===== src/core/pic_op_pkg.sv =====
// Constants shared by the cascaded interrupt controller pair
package pic_op_pkg;

	// ----------------------------------------------------------------
	// I/O port addresses (low address byte)
	// ----------------------------------------------------------------
	localparam logic [7:0] PRI_CMD_ADDR = 8'h20;
	localparam logic [7:0] PRI_DATA_ADDR = 8'h21;
	localparam logic [7:0] SEC_CMD_ADDR = 8'ha0;
	localparam logic [7:0] SEC_DATA_ADDR = 8'ha1;

	// ----------------------------------------------------------------
	// Command word field positions
	// ----------------------------------------------------------------
	localparam int INIT_SEL_BIT = 4;
	localparam int WORD_SEL_BIT = 3;
	localparam int CMD_HI_BIT = 7;
	localparam int CMD_LO_BIT = 5;
	localparam int LVL_HI_BIT = 2;
	localparam int SMM_BIT = 6;
	localparam int SPECIAL_MASKING_ENABLE_BIT = 5;
	localparam int POLL_BIT = 2;
	localparam int RSEL_EN_BIT = 1;
	localparam int RSEL_BIT = 0;
	localparam int POLL_VALID_BIT = 7;

	// ----------------------------------------------------------------
	// Priority command codes
	// ----------------------------------------------------------------
	localparam logic [2:0] CMD_AUTOMATIC_END_OF_INTERRUPT_ROT_CLR = 3'h0;
	localparam logic [2:0] CMD_NS_EOI = 3'h1;
	localparam logic [2:0] CMD_NOP = 3'h2;
	localparam logic [2:0] CMD_SP_EOI = 3'h3;
	localparam logic [2:0] CMD_AUTOMATIC_END_OF_INTERRUPT_ROT_SET = 3'h4;
	localparam logic [2:0] CMD_ROT_NS_EOI = 3'h5;
	localparam logic [2:0] CMD_SET_PRI = 3'h6;
	localparam logic [2:0] CMD_ROT_SP_EOI = 3'h7;

	// ----------------------------------------------------------------
	// Reset values and fixed wiring
	// ----------------------------------------------------------------
	localparam logic [7:0] MASK_RESET = 8'h00;
	localparam logic [7:0] REG_CLEAR = 8'h00;
	localparam logic [2:0] LOW_PRI_RESET = 3'h7;
	localparam logic [2:0] CASCADE_CH = 3'h2;
	localparam int PRI = 0;
	localparam int SEC = 1;

endpackage


===== src/core/pic_request_sync.sv =====
// Request pin synchroniser and rising edge detector
`timescale 1ns/1ps
module pic_request_sync
	import pic_op_pkg::*;
(
	// Clock and reset
	input wire logic clk_i,
	input wire logic rst_b_i,
	// Request pins and detected edges
	input wire logic [15:0] req_i,
	output logic [15:0] rise_o
);

	typedef struct packed {
		logic [15:0] meta;
		logic [15:0] sync;
		logic [15:0] prev;
	} sync_t;

	sync_t st;
	sync_t next_st;

	always_comb begin
		next_st = st;
		next_st.meta = req_i;
		next_st.sync = st.meta;
		next_st.prev = st.sync;
	end

	always_ff @(posedge clk_i or negedge rst_b_i) begin
		if (!rst_b_i) begin
			st <= '0;
		end else begin
			st <= next_st;
		end
	end

	// Edge seen on second and third stage only, never on the first
	assign rise_o = st.sync & ~st.prev;
endmodule


===== src/core/pic_operational_control.sv =====
// Operational control of a cascaded primary/secondary interrupt controller pair
`timescale 1ns/1ps

// Function
// - Mask bit one stops that channel's requests from setting its request bit.
// - Mask bit zero lets that channel's requests be accepted again.
// - Masking primary input two blocks every secondary controller request.
// - Command port write with bits four and three zero is a priority command.
// - Codes 001 nonspecific END_OF_INTERRUPT_COMMAND, 011 specific END_OF_INTERRUPT_COMMAND, 010 no operation.
// - 101 rotate on nonspecific END_OF_INTERRUPT_COMMAND, 111 rotate on specific, 110 set priority.
// - 100 enables rotation in automatic END_OF_INTERRUPT_COMMAND mode, 000 disables it.
// - With level select set, low three bits pick the channel acted on.
// - After reset or init: fully nested, nonspecific END_OF_INTERRUPT_COMMAND, no rotation.
// - Command port write with bits four and three 01 is mask/poll/select word.
// - Enable and mode set enter special mask, enable alone returns to normal.
// - Poll bit makes next read an acknowledge returning the top level code.
// - Select bit one set: bit zero picks request or in-service for reads.
// - Chosen status register persists over reads, request register after init.
// - Data port read returns the mask register directly, unless a poll is armed.
// - Masking a high input leaves lower inputs' acceptance untouched.
module pic_operational_control
	import pic_op_pkg::*;
(
	// Clock and reset
	input wire logic CLK_I,
	input wire logic RST_B_I,
	// Host I/O cycle, one-cycle strobes
	input wire logic [7:0] IO_ADDR_I,
	input wire logic IO_WR_I,
	input wire logic IO_RD_I,
	input wire logic [7:0] IO_WDATA_I,
	output logic [7:0] IO_RDATA_O,
	// Interrupt request pins, channels 15..0
	input wire logic [15:0] IRQ_I,
	// Processor interrupt and acknowledge
	input wire logic AUTO_EOI_I,
	input wire logic INTA_I,
	output logic INTR_O,
	output logic ACK_VALID_O,
	output logic [3:0] ACK_LEVEL_O
);

	typedef struct packed {
		logic [1:0][7:0] request_latch_register;
		logic [1:0][7:0] in_service_register;
		logic [1:0][7:0] channel_mask_register;
		logic [1:0][2:0] low_pri;
		logic [1:0] ris;
		logic [1:0] special_masking_bit;
		logic [1:0] rot_automatic_end_of_interrupt;
		logic [1:0] poll;
		logic intr;
		logic [7:0] rdata;
		logic ack_valid;
		logic [3:0] ack_level;
	} ctl_t;

	ctl_t st;
	ctl_t next_st;
	logic [15:0] rise;
	logic [1:0][3:0] req_res;
	logic [1:0][3:0] isr_res;
	logic [1:0] pend;
	logic wr_hit, rd_hit, acc_ctl, acc_odd;
	logic [2:0] dec;

	// ----------------------------------------------------------------
	// Helpers
	// ----------------------------------------------------------------
	// Rank 0 is the highest priority: the level just above the lowest
	function automatic logic [2:0] rank(input logic [2:0] lvl, input logic [2:0] low);
		rank = 3'(lvl - low - 3'h1);
	endfunction

	// Returns {found, level} of the highest priority set bit
	function automatic logic [3:0] resolve(input logic [7:0] vec, input logic [2:0] low);
		logic [2:0] idx;
		resolve = 4'h0;
		for (int i = 7; i >= 0; i--) begin
			idx = 3'(low + 3'(i) + 3'h1);
			if (vec[idx]) begin
				resolve = {1'b1, idx};
			end
		end
	endfunction

	function automatic logic [2:0] decode(input logic [7:0] addr);
		decode = 3'h0;
		case (addr)
			PRI_CMD_ADDR: decode = 3'h4;
			PRI_DATA_ADDR: decode = 3'h5;
			SEC_CMD_ADDR: decode = 3'h6;
			SEC_DATA_ADDR: decode = 3'h7;
			default: decode = 3'h0;
		endcase
	endfunction

	pic_request_sync u_sync (
		.clk_i(CLK_I),
		.rst_b_i(RST_B_I),
		.req_i(IRQ_I),
		.rise_o(rise)
	);

	// A function result cannot be part-selected, so it is held in a net first
	assign dec = decode(IO_ADDR_I);
	assign acc_ctl = dec[1];
	assign acc_odd = dec[0];
	assign wr_hit = IO_WR_I && dec[2];
	assign rd_hit = IO_RD_I && dec[2];

	// ----------------------------------------------------------------
	// Priority resolution
	// ----------------------------------------------------------------
	always_comb begin
		for (int c = 0; c < 2; c++) begin
			// mask gates only its own channel
			req_res[c] = resolve(st.request_latch_register[c] & ~st.channel_mask_register[c], st.low_pri[c]);
			isr_res[c] = resolve(st.in_service_register[c], st.low_pri[c]);
			// Special mask lets any unmasked level through regardless of nesting
			pend[c] = req_res[c][3] && (st.special_masking_bit[c] || !isr_res[c][3] ||
				(rank(req_res[c][2:0], st.low_pri[c]) < rank(isr_res[c][2:0], st.low_pri[c])));
		end
	end

	// ----------------------------------------------------------------
	// Next state
	// ----------------------------------------------------------------
	always_comb begin
		logic [1:0] ack;
		logic [2:0] lvl;
		logic [2:0] cmd;
		ack = 2'b00;
		lvl = IO_WDATA_I[LVL_HI_BIT:0];
		cmd = IO_WDATA_I[CMD_HI_BIT:CMD_LO_BIT];
		next_st = st;
		next_st.ack_valid = 1'b0;

		if (wr_hit && acc_odd) begin
			// mask written as a whole byte
			next_st.channel_mask_register[acc_ctl] = IO_WDATA_I;
		end else if (wr_hit && IO_WDATA_I[INIT_SEL_BIT]) begin
			// first init word restores operating defaults
			next_st.channel_mask_register[acc_ctl] = MASK_RESET;
			next_st.in_service_register[acc_ctl] = REG_CLEAR;
			next_st.low_pri[acc_ctl] = LOW_PRI_RESET;
			next_st.ris[acc_ctl] = 1'b0;
			next_st.special_masking_bit[acc_ctl] = 1'b0;
			next_st.rot_automatic_end_of_interrupt[acc_ctl] = 1'b0;
			next_st.poll[acc_ctl] = 1'b0;
		end else if (wr_hit && !IO_WDATA_I[WORD_SEL_BIT]) begin
			case (cmd)
				// nonspecific END_OF_INTERRUPT_COMMAND clears top in-service level
				CMD_NS_EOI: begin
					if (isr_res[acc_ctl][3]) begin
						next_st.in_service_register[acc_ctl][isr_res[acc_ctl][2:0]] = 1'b0;
					end
				end
				// rotate so the served level becomes lowest
				CMD_ROT_NS_EOI: begin
					if (isr_res[acc_ctl][3]) begin
						next_st.in_service_register[acc_ctl][isr_res[acc_ctl][2:0]] = 1'b0;
						next_st.low_pri[acc_ctl] = isr_res[acc_ctl][2:0];
					end
				end
				CMD_SP_EOI: begin
					next_st.in_service_register[acc_ctl][lvl] = 1'b0;
				end
				CMD_ROT_SP_EOI: begin
					next_st.in_service_register[acc_ctl][lvl] = 1'b0;
					next_st.low_pri[acc_ctl] = lvl;
				end
				CMD_SET_PRI: begin
					next_st.low_pri[acc_ctl] = lvl;
				end
				CMD_AUTOMATIC_END_OF_INTERRUPT_ROT_SET: begin
					next_st.rot_automatic_end_of_interrupt[acc_ctl] = 1'b1;
				end
				CMD_AUTOMATIC_END_OF_INTERRUPT_ROT_CLR: begin
					next_st.rot_automatic_end_of_interrupt[acc_ctl] = 1'b0;
				end
				default: begin
					next_st.rot_automatic_end_of_interrupt[acc_ctl] = st.rot_automatic_end_of_interrupt[acc_ctl];
				end
			endcase
		end else if (wr_hit) begin
			// mask mode, poll and read select word
			// mode bit only counts when enable is set
			if (IO_WDATA_I[SPECIAL_MASKING_ENABLE_BIT]) begin
				next_st.special_masking_bit[acc_ctl] = IO_WDATA_I[SMM_BIT];
			end
			// arm poll for the next read
			next_st.poll[acc_ctl] = IO_WDATA_I[POLL_BIT];
			if (IO_WDATA_I[RSEL_EN_BIT]) begin
				next_st.ris[acc_ctl] = IO_WDATA_I[RSEL_BIT];
			end
		end

		if (rd_hit) begin
			if (st.poll[acc_ctl]) begin
				next_st.poll[acc_ctl] = 1'b0;
				next_st.rdata = {pend[acc_ctl], 4'h0, req_res[acc_ctl][2:0]};
				ack[acc_ctl] = pend[acc_ctl];
			end else if (acc_odd) begin
				next_st.rdata = st.channel_mask_register[acc_ctl];
			end else begin
				next_st.rdata = st.ris[acc_ctl] ? st.in_service_register[acc_ctl] : st.request_latch_register[acc_ctl];
			end
		end

		if (INTA_I && pend[PRI]) begin
			ack[PRI] = 1'b1;
			ack[SEC] = ack[SEC] || (req_res[PRI][2:0] == CASCADE_CH && pend[SEC]);
			next_st.ack_valid = 1'b1;
			next_st.ack_level = (req_res[PRI][2:0] == CASCADE_CH && pend[SEC]) ?
				{1'b1, req_res[SEC][2:0]} : {1'b0, req_res[PRI][2:0]};
		end

		for (int c = 0; c < 2; c++) begin
			if (ack[c]) begin
				next_st.request_latch_register[c][req_res[c][2:0]] = 1'b0;
				if (!AUTO_EOI_I) begin
					next_st.in_service_register[c][req_res[c][2:0]] = 1'b1;
				end else if (st.rot_automatic_end_of_interrupt[c]) begin
					next_st.low_pri[c] = req_res[c][2:0];
				end
			end
		end

		// new edges latch only into unmasked channels, after any clear
		next_st.request_latch_register[SEC] = next_st.request_latch_register[SEC] | (rise[15:8] & ~next_st.channel_mask_register[SEC]);
		next_st.request_latch_register[PRI] = next_st.request_latch_register[PRI] | (rise[7:0] & ~next_st.channel_mask_register[PRI]);
		// cascade input follows the secondary and obeys primary mask two
		next_st.request_latch_register[PRI][CASCADE_CH] = pend[SEC] && !next_st.channel_mask_register[PRI][CASCADE_CH];
		next_st.intr = pend[PRI];
	end

	always_ff @(posedge CLK_I or negedge RST_B_I) begin
		if (!RST_B_I) begin
			// nested mode, no rotation, request register selected
			st <= '0;
			st.low_pri <= {LOW_PRI_RESET, LOW_PRI_RESET};
			st.channel_mask_register <= {MASK_RESET, MASK_RESET};
		end else begin
			st <= next_st;
		end
	end

	assign IO_RDATA_O = st.rdata;
	assign INTR_O = st.intr;
	assign ACK_VALID_O = st.ack_valid;
	assign ACK_LEVEL_O = st.ack_level;
endmodule


===== config.mk =====
export PLATFORM = sky130hd
export DESIGN_NAME = pic_operational_control
export DESIGN_NICKNAME = d
export VERILOG_FILES = /design/src/core/pic_op_pkg.sv /design/src/core/pic_request_sync.sv /design/src/core/pic_operational_control.sv
export SDC_FILE = /design/constraint.sdc
export NUM_CORES = 1
export LEC_CHECK = 0
export BUFFER_PORTS_ARGS = -buffer_cell sky130_fd_sc_hd__buf_2
export CAP_MARGIN = 30
export CORE_UTILIZATION = 55
export DETAILED_ROUTE_END_ITERATION = 7
export PLACE_DENSITY = 0.82
export SYNTH_ARGS = -nofsm -noshare
export SYNTH_HDL_FRONTEND = slang
export SYNTH_HIERARCHICAL = 1
export SYNTH_SLANG_ARGS = --single-unit

===== constraint.sdc =====
create_clock -name CLK_I -period 6.71 [get_ports CLK_I]
set_clock_uncertainty 0.15 [all_clocks]
set_input_delay 1.0065 -clock CLK_I [delete_from_list [all_inputs] [get_ports CLK_I]]
set_output_delay 1.0065 -clock CLK_I [all_outputs]
set_load 0.03 [all_outputs]

---- After elaboration in Yosys (flattened, before gate mapping) ----
Index checks and enable logic that the tools add are counted.
word-level totals
  register bits ........................... 124
  bits of input ports ..................... 38
  output and inout bits ................... 14
  logic and storage cells ................. 349
cells by class
  add/sub/neg operators ................... 36
  $lt $le $gt $ge ......................... 28
  equal/unequal tests ..................... 13
  muxes and demuxes ....................... 182
  bitwise operators ....................... 35
  reductions and logical operators ........ 36
operators with widths
  kind                   count
  $mux W4                37
  $mux W8                18
  $bmux W1 S3            32
  $mux W16               6
  $and A16 B16 Y16       5
  $lt A3 B4 Y1 const B   20
  $not A16 Y16           4
  $add A3 B1 Y3 const B  16
  $and A8 B8 Y8          6
  $not A8 Y8             6
  $mux W1                45
  $or A8 B8 Y8           4
  $pmux W16 S2           1
  $mux W14               2
  $mux W3                9
  $add A3 B3 Y3 const B  8
  $demux W8 S1           3
  $mux W2                10
  $bwmux W16             1
  $eq A8 B6 Y1 const B   2
  $eq A8 B8 Y1 const B   2
  $logic_and A1 B1 Y1    15
  $add A3 B2 Y3 const B  4
  $and A2 B2 Y2          6
  33 further kinds       68

---- Depth between registers and ports, before layout ----
  depth in word-level cells ............... 30
  mapped depth ............................ 25
  depth with buffers taken out ............ 21

---- Modules after synthesis ----
The synthesis kept the hierarchy.
modules (own cells, without submodules)
  module                   instances  cells an instance  area an instance (um^2)  sequential area each (um^2)
  pic_operational_control  1          1046               9118.7                   1909.3
  pic_request_sync         1          64                 1421.4                   1201.2

---- Worst setup path before layout ----
Ideal clock, no wire load.
  path type ............................... register to register
  start ................................... reg st[25] in the netlist's numbering
  end ..................................... reg st[72] in the netlist's numbering
  library setup time ...................... 0.141 ns
  arrival ................................. 5.455 ns
  data required time ...................... 6.419 ns
  path slack .............................. 0.964 ns
  stages on the path, launching flop included .. 24
  path buffers ............................ 3
  clock period less this slack ............ 5.746 ns
  path through ............................ dfstp_2 > buf_2 > inv_1 > buf_2 > ha_1 > clkbuf_1 > xor2_1 > mux4_2 > mux2i_1 > o21ai_0 > a211o_1 > nand2_1 > inv_1 > ha_1 > fa_1 > xnor2_1 > xnor2_1 > ha_1 > a21oi_1 > or2_2 > o22ai_2 > or2_2 > o31ai_4 > o221ai_1
RTL lines
  item                    RTL line                        source
  from (decl)             pic_operational_control.sv:58   ctl_t st;
  from (signal assigned)  pic_operational_control.sv:245  st <= next_st;

==> flow_metrics.tcl <==
set metrics [dict create \
    final_cell_mix "115 x dfrtp_1, 112 x nand2_1, 62 x mux2i_1, 61 x o21ai_0, 60 x nor2_1" \
    path_clk_slew_ns 0.06 \
    rsz0062_at_grt "false" \
    final_common_cell "dfrtp_1" \
    cp_max_fo 8 \
    grt_pass1_vias 8950 \
    stdcell_count 1367 \
    ctsResizeCount 0 \
    setup_viol 0 \
    cts_tree "done" \
    area_delta_synth_final_pct 8.91 \
    place_ws_ns 0.782 \
    wirelength_um 31200 \
    clock_latency_ns 0.43 \
    final_nets 1175 \
    r2r_start "st[26]$_DFF_PN1_" \
    ant_nets 0 \
    ctsHoldBuffers 0 \
    first_pass_iters 7 \
    initial_utilization 0.561 \
    rr_worst_depth 20 \
    die_area_um2 19600 \
    n_fill_cell 1548 \
    synth.avg_cell_area_um2 9.45 \
    dp_hpwl_um 22200 \
    core_um2 18600 \
    gr-total-overflow 0 \
    cp.arrival_ns 6.15 \
    area.sequential_um2 3040 \
    io_pins 52 \
    fin_crit_sh 0.896 \
    end_kind "register" \
    slew_headroom 0.355 \
    via_per_inst 7.12 \
    gp_congestion 0.986 \
    crit_type "reg2reg" \
    tightest_slew_ns 0.960 \
    cts_inserted_buffers 17 \
    multi_input_area_um2 6790 \
    max_freq_ghz 0.166 \
    grt_max_degree 70 \
    yosysWarnings 6 \
    wl_per_cell_um 22.8 \
    hold_path_class "reg2reg" \
    io_buffers 50 \
    power_density_nw_per_um2 442 \
    crit_top_cell "ha_1" \
    leakage_nw 4.74 \
    crit_start "st[26]$_DFF_PN1_" \
    htree_levels 4 \
    rows 50 \
    vias 9729 \
    rrSetupSlack_ns 0.70 \
    crit_required_ns 6.85 \
    finalMaxSlewViolations 0 \
    grt_use_total 0.323 \
    drive_gt1_frac 0.202 \
    antenna_found_initial 0 \
    cts_buffer_depth 2 \
    fin_crit_ns 6.01 \
    cpMaxStageDelayCell "mux4_2" \
    status "completed" \
    drt_iter0_drc 1563 \
    slowest_delay_ns 0.60 \
    synth_cells 1106 \
    cts.sinks 121 \
    setup_slack_ns 0.698 \
    ctsRootBufferMaster "clkbuf_16" \
    fin_util 0.611 \
    vdd_drop_max_uv 377 \
    insertedDiodeCount 0 \
    drc 0 \
    postCtsSetupRepairBufs 0 \
    hold_viol 0 \
    die-height_um 140 \
    max-cap-violations 0 \
    start_kind "register" \
    path_cells "inv_2, ha_1, xor2_1, mux4_2, mux2i_1, o21ai_0, a211o_1, nand2_1, inv_1, ha_1, fa_1, xnor2_1, xnor2_1, ha_1, a21oi_1, or2_2, o22ai_2, or2_2, o31ai_4, o221ai_1" \
    endpoint "st[72]$_DFF_PN0_" \
    chipWidth_um 140 \
    tns_ns 0 \
    syn_nets 1161 \
    grt_pass1_wl_um 49200 \
    dpl.cell_count 1335 \
    reg2reg_to "st[72]$_DFF_PN0_" \
    syn_area_um2 10500 \
]
[state kept, by name (all words and copies together), names as in the netlist, named ones only]
signal and cells:
ACK_VALID_O 1, u_sync/next_st 30, ACK_LEVEL_O 4, st 56, u_sync/st 15, IO_RDATA_O 8
INTR_O 1
[power by group]
group          total, mW  internal (mW)  switching, mW  leakage (nW)
Clock              0.928          0.556          0.372         0.288
Sequential          1.00          0.846          0.159          1.45
Combinational       3.09           1.15           1.95          3.01
Total               5.03           2.55           2.48          4.74
[metrics by stage]
| stage | power, mW | hold WS (ns) | instance area (um2) |
|---|---|---|---|
| after floorplan | 3.19 | 0.181 | 10500 |
| after global placement | 3.90 | 0.182 | 10800 |
| after detailed placement | 3.98 | 0.186 | 10800 |
| after CTS | 4.94 | 0.200 | 11400 |
| after global routing | 5.26 | 0.203 | 11400 |
| final | 5.03 | 0.198 | 11400 |
[worst max-delay path: cells and delay by family, from the launching register on]
| kind | cells | cell delay, ns |
|---|---|---|
| buf+inv | 2 | 0.19 |
| compound gates | 6 | 1.37 |
| simple gates | 3 | 0.69 |
| xor+xnor | 3 | 0.81 |
| mux | 2 | 0.92 |
| flops | 1 | 0.55 |
| fa+ha+maj | 4 | 1.21 |
[worst min path at each step]
stage	startpoint	endpoint	cells past startpoint	slack, ns
after floorplan	u_sync/next_st[16]$_DFF_PN0_	u_sync/next_st[0]$_DFF_PN0_	0	0.18
after global placement	u_sync/next_st[22]$_DFF_PN0_	u_sync/next_st[6]$_DFF_PN0_	0	0.18
after detailed placement	u_sync/next_st[21]$_DFF_PN0_	u_sync/next_st[5]$_DFF_PN0_	0	0.19
after CTS	u_sync/next_st[21]$_DFF_PN0_	u_sync/next_st[5]$_DFF_PN0_	0	0.20
after global routing	u_sync/next_st[20]$_DFF_PN0_	u_sync/next_st[4]$_DFF_PN0_	0	0.20
final	u_sync/next_st[21]$_DFF_PN0_	u_sync/next_st[5]$_DFF_PN0_	0	0.20
[layer usage]
| metal | vias up | wire length [um] | GRT usage |
|---|---|---|---|
| met3 | 95 | 3670 | 0.0712 |
| li1 | 4229 | - | - |
| met5 | - | 0 | 0 |
| met4 | 0 | 719 | 0.0908 |
| met1 | 4686 | 13100 | 0.469 |
| met2 | 719 | 13700 | 0.486 |
[area by class of cell]
class,instances,area share
well taps,234,0.0257
multi-input cells,848,0.597
clock buffers,18,0.0377
inverters,53,0.0175
flip-flops and latches,121,0.267
clock inverters,14,0.0143
repair buffers,79,0.0413
No activity file was read; power rests on OpenSTA's default activity.
